## src/pssls_pkg.sv

```systemverilog
// package for the parameter-set switching and low-speed sleep block
// assumes one 100 MHz control clock and a plain word-indexed register port
package pssls_pkg;

   // clock and timing
   localparam int CLK_PERIOD_NS = 10;
   localparam int TENTH_SEC_NS = 100_000_000;
   localparam int TICK_CYCLES = TENTH_SEC_NS / CLK_PERIOD_NS;

   // widths and counts
   localparam int ADDR_W = 8;
   localparam int DATA_W = 16;
   localparam int SLOTS = 15;
   localparam int SETS = 3;
   localparam int SRC_W = 6;
   localparam int PID_W = 6;
   localparam int CNT_W = 4;

   // register indices
   localparam logic [7:0] REG_SRC = 8'h00;
   localparam logic [7:0] REG_SEL = 8'h01;
   localparam logic [7:0] REG_TIMEOUT = 8'h02;
   localparam logic [7:0] REG_OFFSET = 8'h03;
   localparam logic [7:0] REG_ADV = 8'h04;
   localparam logic [7:0] REG_STATUS = 8'h05;
   localparam logic [7:0] REG_LIST_BASE = 8'h10;
   localparam logic [7:0] REG_SET_BASE = 8'h40;
   localparam logic [7:0] SET_STRIDE = 8'h10;

   // field positions
   localparam int SRC2_LSB = 8;
   localparam int SEL_DEL_BIT = 15;

   // selection source codes
   localparam logic [5:0] SRC_NONE = 6'h00;
   localparam logic [5:0] SRC_FREQ_HIGH = 6'h01;
   localparam logic [5:0] SRC_FREQ2 = 6'h02;
   localparam logic [5:0] SRC_DI_BASE = 6'h03;
   localparam logic [5:0] SRC_EXT_BASE = 6'h09;
   localparam logic [5:0] SRC_CMD_BASE = 6'h10;
   localparam logic [3:0] CMD_IO_ONLY_LAST = 4'hA;

   // reset values and limits (frequencies in 0.1 Hz, time in 0.1 s)
   localparam logic [15:0] TIMEOUT_RST = 16'h0000;
   localparam logic [15:0] TIMEOUT_MAX = 16'h270F;
   localparam logic [15:0] OFFSET_RST = 16'h000A;
   localparam logic [15:0] OFFSET_MIN = 16'h000A;

   typedef enum logic [1:0] {
      PSSLS_MONITOR = 2'b00,
      PSSLS_TIMING = 2'b01,
      PSSLS_ASLEEP = 2'b10
   } pssls_state_type;

   // frequencies seen by the sleep logic
   typedef struct packed {
      logic [15:0] preramp_ref;
      logic [15:0] output_freq;
      logic [15:0] minimum_speed_setting;
      logic [15:0] max_freq;
   } pssls_freq_type;

   // regulator and command status
   typedef struct packed {
      logic reg_configured;
      logic reg_manual;
      logic reg_channel_sel;
      logic run_cmd;
      logic ctrl_pressure;
      logic sleep_detect_on;
   } pssls_ctl_type;

   // selection inputs
   typedef struct packed {
      logic motor_freq_high_reached;
      logic second_freq_thd_reached;
      logic [5:0] physical_input;
      logic [5:0] ext_input;
      logic [15:0] ctrl_word;
      logic io_profile;
   } pssls_src_type;

   typedef logic [SLOTS-1:0][DATA_W-1:0] pssls_vals_type;
   typedef logic [SLOTS-1:0][PID_W-1:0] pssls_ids_type;

endpackage

```

## src/pssls_top.sv

```systemverilog
// parameter-set switching and low-speed timeout sleep for a motor drive
// assumes synchronous inputs on one clock and a one-cycle-latency register port
`timescale 1ns/1ps
module pssls_top #(
   parameter int P_TICK_CYCLES = pssls_pkg::TICK_CYCLES
) (
   input wire logic i_clk,
   input wire logic i_rstn,
   input wire logic [pssls_pkg::ADDR_W-1:0] i_addr,
   input wire logic [pssls_pkg::DATA_W-1:0] i_wdata,
   input wire logic i_wr,
   input wire logic i_rd,
   output logic [pssls_pkg::DATA_W-1:0] o_rdata,
   input wire pssls_pkg::pssls_src_type i_src,
   input wire pssls_pkg::pssls_freq_type i_freq,
   input wire pssls_pkg::pssls_ctl_type i_ctl,
   output logic [1:0] o_active_set,
   output pssls_pkg::pssls_vals_type o_values,
   output pssls_pkg::pssls_ids_type o_param_ids,
   output logic [pssls_pkg::CNT_W-1:0] o_sel_count,
   output logic o_stop_req,
   output logic o_adv_sleep_en
);
   import pssls_pkg::*;

   logic [SRC_W-1:0] src1_reg;
   logic [SRC_W-1:0] src2_reg;
   logic [PID_W-1:0] id_reg [SLOTS];
   logic [CNT_W-1:0] cnt_reg;
   logic [DATA_W-1:0] val_reg [SETS][SLOTS];
   logic [DATA_W-1:0] timeout_reg;
   logic [DATA_W-1:0] offset_reg;
   logic adv_reg;
   pssls_state_type state_reg;
   pssls_state_type state_next;
   logic [31:0] div_reg;
   logic [DATA_W-1:0] tenth_reg;
   logic [1:0] set_next;
   logic sel1;
   logic sel2;
   logic [16:0] thd;
   logic below;
   logic ref_above;
   logic speed_mode;
   logic tick;
   logic wr_sel;
   logic [PID_W-1:0] wr_id;
   logic found;
   logic [CNT_W-1:0] found_idx;
   logic set_hit;
   logic [1:0] set_idx;
   logic [CNT_W-1:0] slot_idx;

   // level of one selection source; unassigned reads as 0
   function automatic logic src_level(input logic [SRC_W-1:0] code, input pssls_src_type s);
      logic [SRC_W-1:0] off;
      off = '0;
      if (code == SRC_FREQ_HIGH) begin
         return s.motor_freq_high_reached;
      end else if (code == SRC_FREQ2) begin
         return s.second_freq_thd_reached;
      end else if (code >= SRC_DI_BASE && code < SRC_EXT_BASE) begin
         off = code - SRC_DI_BASE;
         return s.physical_input[off[2:0]];
      end else if (code >= SRC_EXT_BASE && code < SRC_EXT_BASE + 6'h06) begin
         off = code - SRC_EXT_BASE;
         return s.ext_input[off[2:0]];
      // upper end written as the last code, so the 6-bit sum cannot wrap to zero
      end else if (code >= SRC_CMD_BASE && code <= SRC_CMD_BASE + 6'h0F) begin
         off = code - SRC_CMD_BASE;
         // low bits only count in the io profile
         if (off[3:0] <= CMD_IO_ONLY_LAST && !s.io_profile) begin
            return 1'b0;
         end
         return s.ctrl_word[off[3:0]];
      end
      return 1'b0;
   endfunction

   // only defined codes are accepted, otherwise the source is left unassigned
   // codes past the last control-word bit would otherwise store and read back as live
   function automatic logic [SRC_W-1:0] src_legal(input logic [SRC_W-1:0] code);
      if (code <= SRC_EXT_BASE + 6'h05) begin
         return code;
      end
      if (code >= SRC_CMD_BASE && code <= SRC_CMD_BASE + 6'h0F) begin
         return code;
      end
      return SRC_NONE;
   endfunction

   // set decode from the two sources
   always_comb begin
      sel1 = (src1_reg != SRC_NONE) && src_level(src1_reg, i_src);
      sel2 = (src1_reg != SRC_NONE) && src_level(src2_reg, i_src);
      if (sel2) begin
         set_next = 2'h2;
      end else if (sel1) begin
         set_next = 2'h1;
      end else begin
         set_next = 2'h0;
      end
   end

   // register address decode
   always_comb begin
      wr_sel = i_wr && (i_addr == REG_SEL);
      wr_id = i_wdata[PID_W-1:0];
      set_hit = (i_addr >= REG_SET_BASE) && (i_addr < REG_SET_BASE + 8'h30)
         && (i_addr[3:0] < 4'hF);
      set_idx = 2'(((i_addr - REG_SET_BASE) >> 4));
      slot_idx = i_addr[3:0];
      found = 1'b0;
      found_idx = '0;
      for (int i = 0; i < SLOTS; i++) begin
         if (!found && (4'(i) < cnt_reg) && (id_reg[i] == wr_id)) begin
            found = 1'b1;
            found_idx = 4'(i);
         end
      end
   end

   // source assignment; clearing source one also drops the second source's effect
   always_ff @(posedge i_clk or negedge i_rstn) begin
      if (!i_rstn) begin
         src1_reg <= SRC_NONE;
         src2_reg <= SRC_NONE;
      end else if (i_wr && i_addr == REG_SRC) begin
         src1_reg <= src_legal(i_wdata[SRC_W-1:0]);
         src2_reg <= src_legal(i_wdata[SRC2_LSB+SRC_W-1:SRC2_LSB]);
      end
   end

   // ordered selection list; a full list refuses further additions
   always_ff @(posedge i_clk or negedge i_rstn) begin
      if (!i_rstn) begin
         cnt_reg <= '0;
         for (int i = 0; i < SLOTS; i++) begin
            id_reg[i] <= '0;
         end
      end else if (wr_sel && src1_reg != SRC_NONE) begin
         if (i_wdata[SEL_DEL_BIT]) begin
            if (found) begin
               // close the gap so the remaining order is kept
               for (int i = 0; i < SLOTS - 1; i++) begin
                  if (4'(i) >= found_idx) begin
                     id_reg[i] <= id_reg[i+1];
                  end
               end
               cnt_reg <= cnt_reg - 4'h1;
            end
         end else if (!found && cnt_reg < 4'(SLOTS)) begin
            id_reg[cnt_reg] <= wr_id;
            cnt_reg <= cnt_reg + 4'h1;
         end
      end
   end

   // value sets, one slot per selected parameter position
   always_ff @(posedge i_clk or negedge i_rstn) begin
      if (!i_rstn) begin
         for (int s = 0; s < SETS; s++) begin
            for (int i = 0; i < SLOTS; i++) begin
               val_reg[s][i] <= '0;
            end
         end
      end else if (i_wr && set_hit) begin
         val_reg[set_idx][slot_idx] <= i_wdata;
      end
   end

   // active set and its values follow the sources at any time, running or not
   always_ff @(posedge i_clk or negedge i_rstn) begin
      if (!i_rstn) begin
         o_active_set <= 2'h0;
         o_values <= '0;
         o_param_ids <= '0;
         o_sel_count <= '0;
      end else begin
         o_active_set <= set_next;
         for (int i = 0; i < SLOTS; i++) begin
            o_values[i] <= val_reg[set_next][i];
            o_param_ids[i] <= id_reg[i];
         end
         o_sel_count <= cnt_reg;
      end
   end

   // sleep settings with range limits applied at write
   always_ff @(posedge i_clk or negedge i_rstn) begin
      if (!i_rstn) begin
         timeout_reg <= TIMEOUT_RST;
         offset_reg <= OFFSET_RST;
         adv_reg <= 1'b0;
      end else if (i_wr) begin
         if (i_addr == REG_TIMEOUT) begin
            timeout_reg <= (i_wdata > TIMEOUT_MAX) ? TIMEOUT_MAX : i_wdata;
         end
         if (i_addr == REG_OFFSET) begin
            if (i_wdata < OFFSET_MIN) begin
               offset_reg <= OFFSET_MIN;
            end else if (i_wdata > i_freq.max_freq) begin
               offset_reg <= i_freq.max_freq;
            end else begin
               offset_reg <= i_wdata;
            end
         end
         if (i_addr == REG_ADV) begin
            adv_reg <= i_wdata[0];
         end
      end
   end

   // advanced sleep gate
   always_ff @(posedge i_clk or negedge i_rstn) begin
      if (!i_rstn) begin
         o_adv_sleep_en <= 1'b0;
      end else begin
         o_adv_sleep_en <= adv_reg && i_ctl.ctrl_pressure && i_ctl.sleep_detect_on;
      end
   end

   // threshold compare every cycle; 17 bits so the sum cannot wrap
   always_comb begin
      thd = {1'b0, i_freq.minimum_speed_setting} + {1'b0, offset_reg};
      below = ({1'b0, i_freq.preramp_ref} < thd) && ({1'b0, i_freq.output_freq} < thd);
      ref_above = {1'b0, i_freq.preramp_ref} > thd;
      speed_mode = !i_ctl.reg_configured || i_ctl.reg_manual || !i_ctl.reg_channel_sel;
      tick = (div_reg == 32'(P_TICK_CYCLES - 1));
   end

   // sleep sequencer
   always_comb begin
      state_next = state_reg;
      case (state_reg)
         PSSLS_MONITOR: begin
            if (speed_mode && timeout_reg != '0 && below && i_ctl.run_cmd) begin
               state_next = PSSLS_TIMING;
            end
         end
         PSSLS_TIMING: begin
            if (!below || !speed_mode || timeout_reg == '0 || !i_ctl.run_cmd) begin
               state_next = PSSLS_MONITOR;
            end else if (tick && tenth_reg + 16'h0001 >= timeout_reg) begin
               state_next = PSSLS_ASLEEP;
            end
         end
         PSSLS_ASLEEP: begin
            if (!i_ctl.run_cmd || !speed_mode || timeout_reg == '0) begin
               state_next = PSSLS_MONITOR;
            end else if (ref_above) begin
               state_next = PSSLS_MONITOR;
            end
         end
         default: begin
            state_next = PSSLS_MONITOR;
         end
      endcase
   end

   // sequencer state register
   always_ff @(posedge i_clk or negedge i_rstn) begin
      if (!i_rstn) begin
         state_reg <= PSSLS_MONITOR;
      end else begin
         state_reg <= state_next;
      end
   end

   // tenth-second divider, restarted whenever timing is not running
   always_ff @(posedge i_clk or negedge i_rstn) begin
      if (!i_rstn) begin
         div_reg <= '0;
         tenth_reg <= '0;
      end else if (state_reg != PSSLS_TIMING || state_next != PSSLS_TIMING) begin
         div_reg <= '0;
         tenth_reg <= '0;
      end else if (tick) begin
         div_reg <= '0;
         tenth_reg <= tenth_reg + 16'h0001;
      end else begin
         div_reg <= div_reg + 32'h1;
      end
   end

   // stop request; the ramp generator brings the motor down on its active decel
   always_ff @(posedge i_clk or negedge i_rstn) begin
      if (!i_rstn) begin
         o_stop_req <= 1'b0;
      end else begin
         o_stop_req <= (state_next == PSSLS_ASLEEP);
      end
   end

   // read port, data valid in the cycle after the strobe; unmapped reads zero
   always_ff @(posedge i_clk or negedge i_rstn) begin
      if (!i_rstn) begin
         o_rdata <= '0;
      end else if (i_rd) begin
         o_rdata <= '0;
         if (i_addr == REG_SRC) begin
            o_rdata <= {2'h0, src2_reg, 2'h0, src1_reg};
         end else if (i_addr == REG_SEL) begin
            o_rdata <= {12'h000, cnt_reg};
         end else if (i_addr == REG_TIMEOUT) begin
            o_rdata <= timeout_reg;
         end else if (i_addr == REG_OFFSET) begin
            o_rdata <= offset_reg;
         end else if (i_addr == REG_ADV) begin
            o_rdata <= {15'h0000, adv_reg};
         end else if (i_addr == REG_STATUS) begin
            o_rdata <= {12'h000, state_reg, o_active_set};
         end else if (i_addr >= REG_LIST_BASE && i_addr < REG_LIST_BASE + 8'h0F) begin
            o_rdata <= {10'h000, id_reg[i_addr[3:0]]};
         end else if (set_hit) begin
            o_rdata <= val_reg[set_idx][slot_idx];
         end
      end else begin
         o_rdata <= '0;
      end
   end

endmodule

```

## config.mk

```make
export PLATFORM = sky130hd
export DESIGN_NAME = pssls_top
export DESIGN_NICKNAME = d
export VERILOG_FILES = /design/src/pssls_pkg.sv /design/src/pssls_top.sv
export SDC_FILE = /design/constraint.sdc
export NUM_CORES = 2
export LEC_CHECK = 0
export CAP_MARGIN = 40
export CORE_UTILIZATION = 40
export CTS_CLUSTER_DIAMETER = 100
export DETAILED_ROUTE_END_ITERATION = 6
export DONT_BUFFER_PORTS = 1
export SYNTH_ARGS = -nofsm -noshare
export SYNTH_HDL_FRONTEND = slang
export SYNTH_SLANG_ARGS = --single-unit
```

## constraint.sdc

```tcl
create_clock -name i_clk -period 4.6 [get_ports i_clk]
set_input_delay 0.23 -clock i_clk [delete_from_list [all_inputs] [get_ports i_clk]]
set_output_delay 0.23 -clock i_clk [all_outputs]
set_load 0.1 [all_outputs]
```

==> summary.txt <==
Run status
  – Status: finished, violations left
  – Failing checks: negative setup slack

Cells and area
  – Commonest non-fill, non-tap cell in the layout: dfrtp_1
  – Final #Nets: 5759
  – Number of flip-flops in the largest register: 720
  – Fin cells: 7669
  – Share of post-route cells with drive strength above 1: 26.3%
  – Area grow syn2layout: 20.4%
  – Final Cell Area: 72800 um^2
  – Most frequent cells in the layout: 1261 x dfrtp_1, 813 x mux2_2, 795 x nor2_1
  – Final Util: 48.5%

Floorplanning
  – Die W: 391 um
  – Die footprint: 153000 um^2
  – Site row count: 142
  – Starting density of the core: 40.3%
  – Die extent in y: 391 um
  – IO Pins: 483
  – Core footprint: 150000 um^2

STA
  – Max-slew violation count: 0
  – Worst hold slack: 0.0326 ns
  – Final cycle utilization of the critical path: 101%
  – RSZ-0062 raised after global routing: yes
  – Final setup margin: -0.0234 ns
  – Final setup vio count: 5
  – Total negative slack: -0.0712 ns
  – Final Skew: 0.0567 ns
  – Fmax: 0.216 GHz
  – Slew headroom: 18.0%
  – Clock period minus worst slack: 4.62 ns
  – Fin. Hold Viols: 0
  – Slew @ Worst Pin: 1.23 ns

Logic synthesis
  – Syn. warnings: 0
  – Post-synth EDFFs: 0
  – Post-synth ARST share: 100%
  – Post-synthesis register bit count: 1263
  – Cells after Synth: 5401
  – Unique masters post-synth: 79
  – Top_reg_cell synth: dfrtp_1
  – Mean Syn Cell Area: 11.2 um^2
  – Syn nets: 5625
  – Synthesized area: 60400 um^2
  – Register area share after synthesis: 52.3%

Clock network
  – Worst-Skew Late Latency: 0.83 ns
  – H-Tree Depth: 4
  – CTS buffer count: 142
  – CTS tree: yes
  – Clock transition at the registers of the reported paths: 0.05 ns
  – CTS Buffer Depth: 3
  – Clock sinks: 1263
  – Clock Root Buffer: clkbuf_16

GRT
  – Vias in the first global route: 44800
  – GRT overflow: 0
  – Pin count of the biggest net entering global routing: 1264
  – Global-route wire length before repair: 320000 um
  – Gr usage total: 28.3%
  – Initial antenna violation count: 21

Critical path
  – Worst-case reg-to-reg path depth: 23
  – Worst reg2reg startpoint: offset_reg[1]
  – Reg2reg end: div_reg[29]
  – CP max stage delay: 0.55 ns
  – Crit-path slowest cell: dfstp_2
  – CP max FO: 6
  – Critical path required time: 5.31 ns
  – Startpoint Class: flop
  – CP endpoint kind: flop
  – Crit path max-delay family: compound AO/OA/AOI/OAI gates
  – CP Class: reg2reg
  – Crit path DAT: 5.33 ns
  – Worst Path Buf+Inv: 5
  – Cell Chain, Critical Path: ha_4 > a21o_1 > a21oi_2 > nor2b_1 > o21a_1 > o41ai_2 > buf_4 > o21ba_2 > nor2_1 > a21oi_1 > xor2_1 > ha_2 > a2111oi_4 > o211ai_1 > a2111oi_2 > nor3_2 > o31ai_2 > buf_4 > nand4_1 > buf_6 > buf_6 > buf_16 > nor2_4
  – R2R Setup Slk: -0.02 ns

Power and ir drop
  – Power Internal: 19.4 mW
  – Combinational share of power: 10.4%
  – Sw Share: 29.0%
  – Clk pwr share: 43.2%
  – Seq pwr share: 46.5%
  – Worst VDD drop: 0.363 mV
  – Sw power: 7.91 mW
  – Leak: 34.3 nW
  – Power Density: 375 nW/um^2

Route
  – DRC viols: 0
  – DR iter-0 viols: 4986
  – DR WL/cell: 28.7 um
  – Antenna-violating nets left: 0
  – Via count: 45900
  – DRT Wirelength: 220000 um
  – Total iterations of the first detailed-routing run: 6
  – Routed vias/inst: 5.98

Placed design
  – HPWL Detailed: 138000 um
  – GPL Wtd Cong: 0.931
  – Cell Count Post-Placement: 7304
  – Post-DP Area: 66000 um^2
  – Port Buffer Count: 0

Hold path
  – Hold crit path type: in2reg
  – Hold Path Depth: 4
  – Hold endpoint: o_rdata[0]
  – Worst hold start: i_addr[1]

Flow run
  – Max-cap violations: 0
[metrics by stage]
step           worst slack [ns]  power [mW]
2_1_floorplan             0.138        14.3
3_3_place_gp             -0.180        14.7
3_5_place_dp             -0.253        15.1
4_1_cts                 -0.0818        27.2
5_1_grt                  -0.260        28.1
6_report                -0.0234        27.3
[timing repair]
item / in CTS / in global routing
pin swaps: 14 / 15
resized for setup: 42 / 23
setup buffers: 4 / 2
hold buffers: 76 / 2
cloned: 3 / 0
endpoints found under the setup margin: 48 / 51
endpoints found under the hold margin: 2134 / 185
[worst max-delay path by stage]
stage	startpoint	to	slack, ns	cells after the start
6_report	offset_reg[1]	div_reg[29]	-0.02	23
3_3_place_gp	offset_reg[1]	div_reg[1]	-0.18	23
3_5_place_dp	offset_reg[1]	div_reg[19]	-0.25	21
5_1_grt	offset_reg[1]	tenth_reg[3]	-0.26	24
2_1_floorplan	offset_reg[1]	div_reg[11]	0.14	20
4_1_cts	offset_reg[1]	tenth_reg[4]	-0.08	24
[final cells by class]
type,instances,area [um^2]
Antenna cell,6,15.0
Clock buffer,207,4160
Clock inverter,49,724
Fill cell,13400,77200
Inverter,52,195
Multi-Input combinational cell,3689,27300
Sequential cell,1263,31600
Tap cell,2016,2520
Timing Repair Buffer,387,6210
[power groups by stage]
stage               Combinational, mW  Sequential [mW]  Clock (mW)
floorplan                        1.21             13.1           0
global placement                 1.47             13.3           0
detailed placement               2.21             12.9           0
CTS                              2.52             12.7        12.0
global route                     3.00             12.7        12.4
finish                           2.83             12.7        11.8
[cell usage after synthesis (all sizes together) (8+ instances only)]
| master | number | share of area, % |
|---|---|---|
| nand2b | 15 | 0.16 |
| or3 | 9 | 0.093 |
| nor3 | 43 | 0.36 |
| a211oi | 14 | 0.22 |
| a21oi | 251 | 2.1 |
| a31oi | 11 | 0.11 |
| a222oi | 12 | 0.20 |
| or4 | 8 | 0.11 |
| o21ai | 197 | 1.6 |
| buf | 113 | 0.91 |
| a21o | 14 | 0.17 |
| xnor2 | 83 | 1.2 |
| nand3 | 73 | 0.60 |
| mux2 | 816 | 15 |
| o21a | 10 | 0.12 |
| mux4 | 47 | 1.8 |
| xor2 | 82 | 1.2 |
| nor4 | 34 | 0.36 |
| and3 | 22 | 0.23 |
| dfrtp | 1261 | 52 |
| o22ai | 311 | 3.2 |
| nor2b | 20 | 0.21 |
| nor2 | 815 | 5.1 |
| mux2i | 264 | 4.4 |
| clkbuf | 284 | 1.8 |
| a22o | 23 | 0.33 |
| nand4 | 29 | 0.30 |
| nand2 | 259 | 1.6 |
| and4 | 8 | 0.12 |
| a22oi | 10 | 0.12 |
| inv | 52 | 0.32 |
| o211ai | 34 | 0.42 |
| ha | 94 | 1.9 |
[layer usage]
metal	vias to the layer above	track usage [%]	routed length [um]
li1	19500	-	-
met1	23700	39.8	93400
met2	2264	42.2	97400
met3	408	7.48	20900
met4	12	9.73	8130
met5	-	0	85
[logic make-up after synthesis]
family | count (synthesis) | share of synthesized area (%)
fa+ha+maj | 95 | 1.98
flops | 1263 | 52.3
compound gates | 938 | 9.44
mux | 1127 | 21.3
xor+xnor | 165 | 2.39
simple gates | 1364 | 9.58
buf+inv | 449 | 2.99
[worst min-delay path: cells and delay by family]
family | cells | cell delay, ns
AOI/OAI and AO/OA | 3 | 0.43
and+or+nand+nor | 1 | 0.04
(Power assumes the default switching activity.)
